[src/shared/rtcs_pkg.sv]
`default_nettype none
package rtcs_pkg;

  // ***************************************
  // clock and timing
  // ***************************************
  localparam int unsigned CLK_HZ = 25_000_000;
  localparam int unsigned SCL_MAX_HZ = 400_000;
  localparam int unsigned TIMEOUT_S = 1;
  localparam int unsigned TIMEOUT_CYC = CLK_HZ * TIMEOUT_S;
  // shortest scl half period in core cycles, rounded down
  localparam int unsigned SCL_HALF_CYC = CLK_HZ / (SCL_MAX_HZ * 2);
  localparam int unsigned FILT_LEN = 3;

  // ***************************************
  // protocol fields
  // ***************************************
  localparam logic [6:0] SLAVE_ADDR = 7'h51;
  localparam int unsigned RW_BIT = 0;
  localparam logic [3:0] BYTE_BITS = 4'h8;
  localparam logic [3:0] LAST_BIT = 4'h7;
  localparam int unsigned DATA_W = 8;
  localparam int unsigned PTR_W = 8;
  localparam logic [7:0] PTR_RST = 8'h00;
  localparam int unsigned BUF_DEPTH = 2;

  typedef enum logic [2:0] {
    ST_IDLE = 3'h0,
    ST_ADDR = 3'h1,
    ST_ADDR_ACK = 3'h2,
    ST_WR = 3'h3,
    ST_WR_ACK = 3'h4,
    ST_RD = 3'h5,
    ST_RD_ACK = 3'h6,
    ST_SKIP = 3'h7
  } rtcs_state_e;

endpackage : rtcs_pkg
`default_nettype wire

[src/hdl/rtcs_i2c_slave.sv]
`timescale 1ns/10ps
`default_nettype none
module rtcs_i2c_slave #(
  parameter int unsigned TIMEOUT_CYCLES = rtcs_pkg::TIMEOUT_CYC,
  parameter int unsigned FILT_LEN = rtcs_pkg::FILT_LEN
) (
  // clock and reset
  input wire logic core_clk,
  input wire logic rst_n,
  // two-wire bus pins
  input wire logic scl_i,
  input wire logic sda_i,
  output logic sda_o,
  output logic sda_oe,
  // register write stream
  output logic wr_valid,
  input wire logic wr_ready,
  output logic [rtcs_pkg::PTR_W-1:0] wr_addr,
  output logic [rtcs_pkg::DATA_W-1:0] wr_data,
  // register read port
  output logic [rtcs_pkg::PTR_W-1:0] rd_addr,
  input wire logic [rtcs_pkg::DATA_W-1:0] rd_data,
  output logic rd_strobe,
  // status
  output logic bus_busy,
  output logic bus_timeout
);

  localparam int unsigned TW = $clog2(TIMEOUT_CYCLES);
  localparam int unsigned BW = rtcs_pkg::PTR_W + rtcs_pkg::DATA_W;

  // ***************************************
  // elaboration checks
  // ***************************************
  // sync plus filter delay must fit well inside the shortest scl half period
  if (TIMEOUT_CYCLES < 2) begin : g_chk_tmo
    $error("rtcs_i2c_slave: TIMEOUT_CYCLES must be at least 2");
  end
  if (FILT_LEN + 4 >= rtcs_pkg::SCL_HALF_CYC) begin : g_chk_rate
    $error("rtcs_i2c_slave: filter too slow for 400 kHz scl");
  end

  // ***************************************
  // state
  // ***************************************
  typedef struct packed {
    rtcs_pkg::rtcs_state_e st;
    logic scl_d;
    logic sda_d;
    logic [7:0] shift;
    logic [3:0] cnt;
    logic rw;
    logic ptr_phase;
    logic nack;
    logic [rtcs_pkg::PTR_W-1:0] ptr;
    logic oe;
    logic busy;
    logic [TW-1:0] tmo;
    logic tmo_pulse;
    logic push;
    logic [BW-1:0] push_word;
    logic rd_stb;
  } rtcs_slave_s;

  rtcs_slave_s s_r;
  rtcs_slave_s s_nxt;
  logic [1:0] lvl;
  logic scl_f;
  logic sda_f;
  logic scl_rise;
  logic scl_fall;
  logic start_det;
  logic stop_det;
  logic buf_ready;

  // ***************************************
  // pin conditioning
  // ***************************************
  rtcs_in_filter #(
    .N_IN(2),
    .STABLE(FILT_LEN)
  ) u_filter (
    .core_clk(core_clk),
    .rst_n(rst_n),
    .pin_i({scl_i, sda_i}),
    .level_o(lvl)
  );

  assign scl_f = lvl[1];
  assign sda_f = lvl[0];
  assign scl_rise = scl_f & ~s_r.scl_d;
  assign scl_fall = ~scl_f & s_r.scl_d;
  assign start_det = scl_f & s_r.scl_d & s_r.sda_d & ~sda_f;
  assign stop_det = scl_f & s_r.scl_d & ~s_r.sda_d & sda_f;

  // ***************************************
  // write buffer
  // ***************************************
  // scl cannot be stretched, so a full buffer turns into a nack instead
  rtcs_buf2 #(
    .WIDTH(BW),
    .DEPTH(rtcs_pkg::BUF_DEPTH)
  ) u_wbuf (
    .core_clk(core_clk),
    .rst_n(rst_n),
    .in_valid(s_r.push),
    .in_ready(buf_ready),
    .in_data(s_r.push_word),
    .out_valid(wr_valid),
    .out_ready(wr_ready),
    .out_data({wr_addr, wr_data})
  );

  // ***************************************
  // protocol engine
  // ***************************************
  always_comb begin
    s_nxt = s_r;
    s_nxt.scl_d = scl_f;
    s_nxt.sda_d = sda_f;
    s_nxt.push = 1'b0;
    s_nxt.rd_stb = 1'b0;
    s_nxt.tmo_pulse = 1'b0;
    if (s_r.busy) begin
      s_nxt.tmo = s_r.tmo + TW'(1);
    end
    if (start_det) begin
      // a repeated start simply restarts; nothing of a write is left half done
      s_nxt.st = rtcs_pkg::ST_ADDR;
      s_nxt.cnt = '0;
      s_nxt.oe = 1'b0;
      s_nxt.busy = 1'b1;
      s_nxt.tmo = '0;
    end else if (stop_det) begin
      s_nxt.st = rtcs_pkg::ST_IDLE;
      s_nxt.oe = 1'b0;
      s_nxt.busy = 1'b0;
      s_nxt.tmo = '0;
    end else if (s_r.busy && s_r.tmo == TW'(TIMEOUT_CYCLES - 1)) begin
      // standby until the next start: sda stays released, so reads see FFh
      s_nxt.st = rtcs_pkg::ST_IDLE;
      s_nxt.oe = 1'b0;
      s_nxt.busy = 1'b0;
      s_nxt.tmo = '0;
      s_nxt.tmo_pulse = 1'b1;
    end else begin
      case (s_r.st)
        rtcs_pkg::ST_ADDR: begin
          if (scl_rise && s_r.cnt != rtcs_pkg::BYTE_BITS) begin
            s_nxt.shift = {s_r.shift[6:0], sda_f};
            s_nxt.cnt = s_r.cnt + 4'h1;
          end
          if (scl_fall && s_r.cnt == rtcs_pkg::BYTE_BITS) begin
            if (s_r.shift[7:1] == rtcs_pkg::SLAVE_ADDR) begin
              s_nxt.rw = s_r.shift[rtcs_pkg::RW_BIT];
              s_nxt.ptr_phase = ~s_r.shift[rtcs_pkg::RW_BIT];
              s_nxt.oe = 1'b1;
              s_nxt.st = rtcs_pkg::ST_ADDR_ACK;
            end else begin
              s_nxt.st = rtcs_pkg::ST_SKIP;
            end
          end
        end
        rtcs_pkg::ST_ADDR_ACK: begin
          if (scl_fall) begin
            if (s_r.rw) begin
              // read starts at the pointer, whatever set it last
              s_nxt.shift = rd_data;
              s_nxt.oe = ~rd_data[7];
              s_nxt.cnt = '0;
              s_nxt.rd_stb = 1'b1;
              s_nxt.st = rtcs_pkg::ST_RD;
            end else begin
              s_nxt.oe = 1'b0;
              s_nxt.cnt = '0;
              s_nxt.st = rtcs_pkg::ST_WR;
            end
          end
        end
        rtcs_pkg::ST_WR: begin
          if (scl_rise && s_r.cnt != rtcs_pkg::BYTE_BITS) begin
            s_nxt.shift = {s_r.shift[6:0], sda_f};
            s_nxt.cnt = s_r.cnt + 4'h1;
          end
          if (scl_fall && s_r.cnt == rtcs_pkg::BYTE_BITS) begin
            s_nxt.st = rtcs_pkg::ST_WR_ACK;
            if (s_r.ptr_phase) begin
              s_nxt.ptr = s_r.shift;
              s_nxt.ptr_phase = 1'b0;
              s_nxt.oe = 1'b1;
            end else if (buf_ready && !s_r.push) begin
              s_nxt.push = 1'b1;
              s_nxt.push_word = {s_r.ptr, s_r.shift};
              s_nxt.ptr = s_r.ptr + 8'h01;
              s_nxt.oe = 1'b1;
            end else begin
              s_nxt.oe = 1'b0;
            end
          end
        end
        rtcs_pkg::ST_WR_ACK: begin
          if (scl_fall) begin
            s_nxt.oe = 1'b0;
            s_nxt.cnt = '0;
            s_nxt.st = rtcs_pkg::ST_WR;
          end
        end
        rtcs_pkg::ST_RD: begin
          if (scl_fall) begin
            if (s_r.cnt == rtcs_pkg::LAST_BIT) begin
              s_nxt.oe = 1'b0;
              s_nxt.ptr = s_r.ptr + 8'h01;
              s_nxt.st = rtcs_pkg::ST_RD_ACK;
            end else begin
              s_nxt.shift = {s_r.shift[6:0], 1'b1};
              s_nxt.oe = ~s_r.shift[6];
              s_nxt.cnt = s_r.cnt + 4'h1;
            end
          end
        end
        rtcs_pkg::ST_RD_ACK: begin
          if (scl_rise) begin
            s_nxt.nack = sda_f;
          end
          if (scl_fall) begin
            if (s_r.nack) begin
              s_nxt.st = rtcs_pkg::ST_SKIP;
            end else begin
              s_nxt.shift = rd_data;
              s_nxt.oe = ~rd_data[7];
              s_nxt.cnt = '0;
              s_nxt.rd_stb = 1'b1;
              s_nxt.st = rtcs_pkg::ST_RD;
            end
          end
        end
        rtcs_pkg::ST_IDLE, rtcs_pkg::ST_SKIP: begin
          s_nxt.oe = 1'b0;
        end
        default: begin
          s_nxt.st = rtcs_pkg::ST_IDLE;
          s_nxt.oe = 1'b0;
        end
      endcase
    end
  end

  always_ff @(posedge core_clk or negedge rst_n) begin
    if (!rst_n) begin
      s_r <= '{
        st: rtcs_pkg::ST_IDLE,
        scl_d: 1'b1,
        sda_d: 1'b1,
        shift: '0,
        cnt: '0,
        rw: 1'b0,
        ptr_phase: 1'b0,
        nack: 1'b0,
        ptr: rtcs_pkg::PTR_RST,
        oe: 1'b0,
        busy: 1'b0,
        tmo: '0,
        tmo_pulse: 1'b0,
        push: 1'b0,
        push_word: '0,
        rd_stb: 1'b0
      };
    end else begin
      s_r <= s_nxt;
    end
  end

  // ***************************************
  // outputs
  // ***************************************
  // open drain: the pin is only ever pulled low, never driven high
  assign sda_o = 1'b0;
  assign sda_oe = s_r.oe;
  assign rd_addr = s_r.ptr;
  assign rd_strobe = s_r.rd_stb;
  assign bus_busy = s_r.busy;
  assign bus_timeout = s_r.tmo_pulse;

endmodule : rtcs_i2c_slave
`default_nettype wire

[src/hdl/rtcs_in_filter.sv]
`timescale 1ns/10ps
`default_nettype none
module rtcs_in_filter #(
  parameter int unsigned N_IN = 2,
  parameter int unsigned STABLE = rtcs_pkg::FILT_LEN
) (
  // clock and reset
  input wire logic core_clk,
  input wire logic rst_n,
  // raw pins and filtered levels
  input wire logic [N_IN-1:0] pin_i,
  output logic [N_IN-1:0] level_o
);

  localparam int unsigned CW = (STABLE < 2) ? 1 : $clog2(STABLE);

  if (STABLE < 1 || N_IN < 1) begin : g_chk
    $error("rtcs_in_filter: STABLE and N_IN must be at least 1");
  end

  // ***************************************
  // one synchroniser and filter per lane
  // ***************************************
  for (genvar i = 0; i < N_IN; i++) begin : g_lane
    typedef struct packed {
      logic s0;
      logic s1;
      logic [CW-1:0] cnt;
      logic q;
    } rtcs_lane_s;

    rtcs_lane_s lane_r;
    rtcs_lane_s lane_nxt;

    always_comb begin
      lane_nxt = lane_r;
      lane_nxt.s0 = pin_i[i];
      lane_nxt.s1 = lane_r.s0;
      // s0 feeds only s1; the filter looks at s1 alone
      if (lane_r.s1 == lane_r.q) begin
        lane_nxt.cnt = '0;
      end else if (lane_r.cnt == CW'(STABLE - 1)) begin
        lane_nxt.q = lane_r.s1;
        lane_nxt.cnt = '0;
      end else begin
        lane_nxt.cnt = lane_r.cnt + CW'(1);
      end
    end

    // idle bus is high, so the lanes reset high
    always_ff @(posedge core_clk or negedge rst_n) begin
      if (!rst_n) begin
        lane_r <= '{s0: 1'b1, s1: 1'b1, cnt: '0, q: 1'b1};
      end else begin
        lane_r <= lane_nxt;
      end
    end

    assign level_o[i] = lane_r.q;
  end

endmodule : rtcs_in_filter
`default_nettype wire

[src/hdl/rtcs_buf2.sv]
`timescale 1ns/10ps
`default_nettype none
module rtcs_buf2 #(
  parameter int unsigned WIDTH = 16,
  parameter int unsigned DEPTH = rtcs_pkg::BUF_DEPTH
) (
  // clock and reset
  input wire logic core_clk,
  input wire logic rst_n,
  // fill side
  input wire logic in_valid,
  output logic in_ready,
  input wire logic [WIDTH-1:0] in_data,
  // drain side
  output logic out_valid,
  input wire logic out_ready,
  output logic [WIDTH-1:0] out_data
);

  localparam int unsigned AW = (DEPTH < 2) ? 1 : $clog2(DEPTH);

  if (DEPTH < 2 || (DEPTH & (DEPTH - 1)) != 0 || WIDTH < 1) begin : g_chk
    $error("rtcs_buf2: DEPTH must be a power of two of at least 2");
  end

  typedef struct packed {
    logic [DEPTH-1:0][WIDTH-1:0] mem;
    logic [AW-1:0] wp;
    logic [AW-1:0] rp;
    logic [AW:0] cnt;
  } rtcs_buf_s;

  rtcs_buf_s buf_r;
  rtcs_buf_s buf_nxt;
  logic push;
  logic pop;

  assign in_ready = (buf_r.cnt != (AW + 1)'(DEPTH));
  assign out_valid = (buf_r.cnt != '0);
  assign out_data = buf_r.mem[buf_r.rp];
  assign push = in_valid & in_ready;
  assign pop = out_valid & out_ready;

  always_comb begin
    buf_nxt = buf_r;
    if (push) begin
      buf_nxt.mem[buf_r.wp] = in_data;
      buf_nxt.wp = buf_r.wp + AW'(1);
    end
    if (pop) begin
      buf_nxt.rp = buf_r.rp + AW'(1);
    end
    if (push && !pop) begin
      buf_nxt.cnt = buf_r.cnt + (AW + 1)'(1);
    end else if (pop && !push) begin
      buf_nxt.cnt = buf_r.cnt - (AW + 1)'(1);
    end
  end

  always_ff @(posedge core_clk or negedge rst_n) begin
    if (!rst_n) begin
      buf_r <= '0;
    end else begin
      buf_r <= buf_nxt;
    end
  end

endmodule : rtcs_buf2
`default_nettype wire

[config.mk]
export PLATFORM = sky130hd
export DESIGN_NAME = rtcs_i2c_slave
export DESIGN_NICKNAME = d
export VERILOG_FILES = /design/src/shared/rtcs_pkg.sv /design/src/hdl/rtcs_i2c_slave.sv /design/src/hdl/rtcs_in_filter.sv /design/src/hdl/rtcs_buf2.sv
export SDC_FILE = /design/constraint.sdc
export NUM_CORES = 1
export LEC_CHECK = 0
export BUFFER_PORTS_ARGS = -buffer_cell sky130_fd_sc_hd__buf_2
export CAP_MARGIN = 20
export CORE_AREA = 2 2 104 106
export CTS_BUF_LIST = sky130_fd_sc_hd__clkbuf_8 sky130_fd_sc_hd__clkbuf_16
export CTS_CLUSTER_DIAMETER = 30
export DETAILED_ROUTE_END_ITERATION = 10
export DIE_AREA = 0 0 106 108
export PLACE_DENSITY = 0.84
export SYNTH_ARGS = -nofsm -noshare
export SYNTH_HDL_FRONTEND = slang
export SYNTH_SLANG_ARGS = --single-unit
[constraint.sdc]
create_clock -name core_clk -period 2.73 [get_ports core_clk]
set_input_delay 0.273 -clock core_clk [delete_from_list [all_inputs] [get_ports core_clk]]
set_output_delay 0.273 -clock core_clk [all_outputs]
set_load 0.005 [all_outputs]
==> impl_metrics.env <==
export IMPL_pin_count_of_the_biggest_net_entering_global_routing=67
export IMPL_p_r_area_growth_vs_syn_pct=14.9
export IMPL_worstHoldPathCells=3
export IMPL_floorplan_die_height_um=108
export IMPL_reg2regPathDepth=6
export IMPL_timing_hold_worst_class="in2reg"
export IMPL_avgViaCountPerCell=6.09
export IMPL_critPathCapture="s_r[59]"
export IMPL_r2r_slack_ns=0.22
export IMPL_synthDistinctLibCells=69
export IMPL_ys_seq_elements=120
export IMPL_drt_wirelength_per_cell_um=17.7
export IMPL_synth_top_family_by_area="simple AND/OR/NAND/NOR gates"
export IMPL_cts_sinks=120
export IMPL_grt_first_pass_wirelength_um=22600
export IMPL_finish_net_count=616
export IMPL_clock_path_buffers=2
export IMPL_fillCellCount=705
export IMPL_post_synth_inst_count=555
export IMPL_synth_async_reset_ratio_pct=100
export IMPL_postRouteAntennaNets=0
export IMPL_pwr_share_seq_pct=39.2
export IMPL_report_final_setup_viol=0
export IMPL_setup_total_negative_slack_ns=0
export IMPL_finish_cell_count_without_fillers=747
export IMPL_power_per_cell_area_nw_per_um2=892
export IMPL_cts_root_buf="clkbuf_8"
export IMPL_numCtsBuffers=17
export IMPL_multi_input_area_um2=2850
export IMPL_p_int_mw=4.00
export IMPL_timing_final_hold_violations=0
export IMPL_syn_area_um2=6050
export IMPL_die_width_um=106
export IMPL_place_congestion=0.950
export IMPL_yosysWarnings=0
export IMPL_design_portCount=43
export IMPL_muxShareOfSynthArea_pct=16.1
export IMPL_grt_ovfl_total=0
export IMPL_timing_max_slew_rel_slack_pct=46.8
export IMPL_clock_power_share_pct=31.8
export IMPL_post_dp_hpwl_um=8900
export IMPL_dr_drc_count=0
export IMPL_r2r_end="s_r[59]"
export IMPL_adder_cell_share_of_the_synthesized_area_pct=1.03
export IMPL_postRouteWirelength_um=13200
export IMPL_drt_pass1_iter_count=5
export IMPL_worst_setup_path_start_kind="register"
export IMPL_max_clock_freq_mhz=398
export IMPL_layout_worst_path_cycle_share_pct=92.0
export IMPL_dr_total_vias=4546
export IMPL_clock_skew_final_ns=0.00740
export IMPL_result_of_the_run="finished, final reports clean"
export IMPL_power_leakage_nw=3.31
export IMPL_cts_clk_slew_worst_paths_ns=0.06
export IMPL_worstMarginPinSlew_ns=0.797
export IMPL_worst_setup_path_start="s_r[27]"
export IMPL_yosys_area_top_type_share_pct=46.4
export IMPL_worst_skew_pair_late_latency_ns=0.52
export IMPL_synth_top_area_cell="dfrtp_1"
export IMPL_drt_iter0_markers=366
export IMPL_rows=37
export IMPL_synth_enable_flop_cells=0
export IMPL_drive_above_1_share_pct=31.8
export IMPL_rsz0062_at_grt="false"
export IMPL_insertedDiodeCount=0
export IMPL_initial_antenna_violation_count=0
export IMPL_floorplan_initialDensity_pct=59.1
export IMPL_placement_io_buffers=41
export IMPL_timing_critical_path_required_ns=3.13
export IMPL_timing_critical_path_to_type="register"
export IMPL_synth_yosys_seq_area_share_pct=49.8
export IMPL_slew_viol_final=0
export IMPL_critical_path_peak_fanout=6
export IMPL_via_count_of_the_first_global_routing_pass=4611
export IMPL_combPwrFrac_pct=29.0
export IMPL_synth_xor_area_share_pct=1.45
export IMPL_design_core_area_um2=10200
export IMPL_regArea_um2=3010
export IMPL_dp_cells=712
export IMPL_cts_htree_levels=4
export IMPL_cap_viol_max_count=0
export IMPL_synthesis_nets=573
export IMPL_cts_tree="built"
export IMPL_synthSimpleGateAreaFrac_pct=16.2
export IMPL_design_die_area_um2=11400
export IMPL_worstReg2RegStart="s_r[27]"
export IMPL_vdd_ir_max_v=0.000455
export IMPL_gr_util_all_layers_pct=25.2
export IMPL_final_min_clock_period_ns=2.51
export IMPL_syn_mean_instance_area_um2=10.9
export IMPL_synth_main_ff_cell="dfrtp_1"
export IMPL_synthTopCellsByArea="dfrtp_1 46%, mux2_2 16%, dfstp_2 3.5%"
export IMPL_worstSetupPathType="reg2reg"
export IMPL_synth_compound_area_share_pct=12.1
export IMPL_swShare_pct=35.4
export IMPL_timing_critical_path_arrival_ns=2.91
export IMPL_power_switching_mw=2.19
export IMPL_post_cts_repair_setup_buffers=0
==> cells by family after synthesis <==
family                     count (synthesis)
other                                      1
adders and majority gates                  5
and+or+nand+nor                          181
xor gates and xnor gates                  10
muxes                                     87
buffers and inverters                     40
DFF                                      120
AOI/OAI and AO/OA                        111
==> worst min-delay path by stage <==
stage / start / endpoint
global placement: rst_n / u_wbuf.buf_r[25]
detailed placement: rst_n / u_wbuf.buf_r[25]
global route: rd_data[0] / s_r[61]
CTS: wr_ready / u_wbuf.buf_r[2]
finish: wr_ready / u_wbuf.buf_r[2]
floorplan: rst_n / bus_busy
==> critical path, stage by stage, from the launching register on <==
cell and delay, ns:
dfrtp_1 0.43, or4b_4 0.58, or4_4 0.53, or2_4 0.31
a21boi_4 0.18, nor4_1 0.08, a211o_1 0.27
==> flip-flops by register name, indices dropped and copies added (netlist names) <==
register                  flops
sda_oe                        1
bus_busy                      1
u_filter.g_lane.lane_nxt      2
u_filter.level_o              2
u_wbuf.buf_r                 36
rd_addr                       8
bus_timeout                   1
s_r                          62
rd_strobe                     1
u_filter.g_lane.lane_r        6
==> through the flow <==
step	total power [mW]	setup slack (ns)	hold slack [ns]	utilization, %	area, µm²
2_1_floorplan	3.71	0.363	-0.0226	-	6050
3_3_place_gp	4.11	0.303	0.214	62.3	6380
3_5_place_dp	4.20	0.167	0.212	62.3	6380
4_1_cts	6.20	0.105	0.0283	67.8	6940
5_1_grt	6.53	0.140	0.0616	67.9	6950
6_report	6.19	0.218	0.0517	67.9	6950
==> layer usage <==
metal	vias up	global-route usage [%]	wire length (µm)
met5	-	0	0
met4	0	8.27	188
met3	20	6.15	645
met2	159	44.1	6920
met1	2261	30.8	5460
li1	2106	-	-
==> timing repair <==
| action | in CTS | in global routing |
|---|---|---|
| setup endpoints to repair | 0 | 30 |
| resized for setup | 0 | 2 |
| hold buffers | 3 | 0 |
| endpoints found under the hold margin | 28 | 0 |
==> layout by cell type, fill, tap and decap left out, drive strengths merged, types with 5 or more instances in the layout <==
cell type,n
clkinv,8
dfstp,8
nand2b,7
mux2,84
buf,53
o21ai,36
nor2b,12
nand4,8
or2,5
ha,5
xnor2,6
nor4,8
a21o,6
nand3,16
a31oi,11
inv,10
nor3,8
clkbuf,18
and3,10
dfrtp,112
a21oi,19
nor3b,5
and2,6
nor2,23
nand2,56
o211ai,8
==> Yosys cell counts, drive strengths merged, types with 4 or more instances <==
library cell and n:
o21ai 36, nor4 8, o211ai 8, xor2 4
a21o 6, inv 8, buf 15, dfrtp 112
a31oi 11, nand4 8, and3 10, clkbuf 17
and2 6, nand2 56, mux2 84, or2 5
nor2 23, nor3b 5, a21oi 19, o22ai 4
nor2b 12, nand3 16, nor3 8, o31ai 4
dfstp 8, nand2b 7, ha 5, xnor2 6
==> area by class of cell <==
| class | instances | area share [%] |
|---|---|---|
| Clock buffer | 18 | 6.16 |
| Tap cell | 136 | 2.45 |
| Sequential cell | 120 | 43.4 |
| Clock inverter | 14 | 1.48 |
| Multi-Input combinational cell | 395 | 41.0 |
| Inverter | 8 | 0.432 |
| Timing Repair Buffer | 56 | 5.08 |
==> power groups by stage <==
stage                     Clock, mW  Combinational (mW)  Sequential (mW)
after global routing           2.08                1.99             2.47
after detailed placement          0                1.76             2.45
after floorplan                   0                1.48             2.23
after CTS                      2.00                1.78             2.42
after global placement            0                1.68             2.43
final                          1.97                1.80             2.43
No activity file was read; power rests on OpenSTA's default activity.
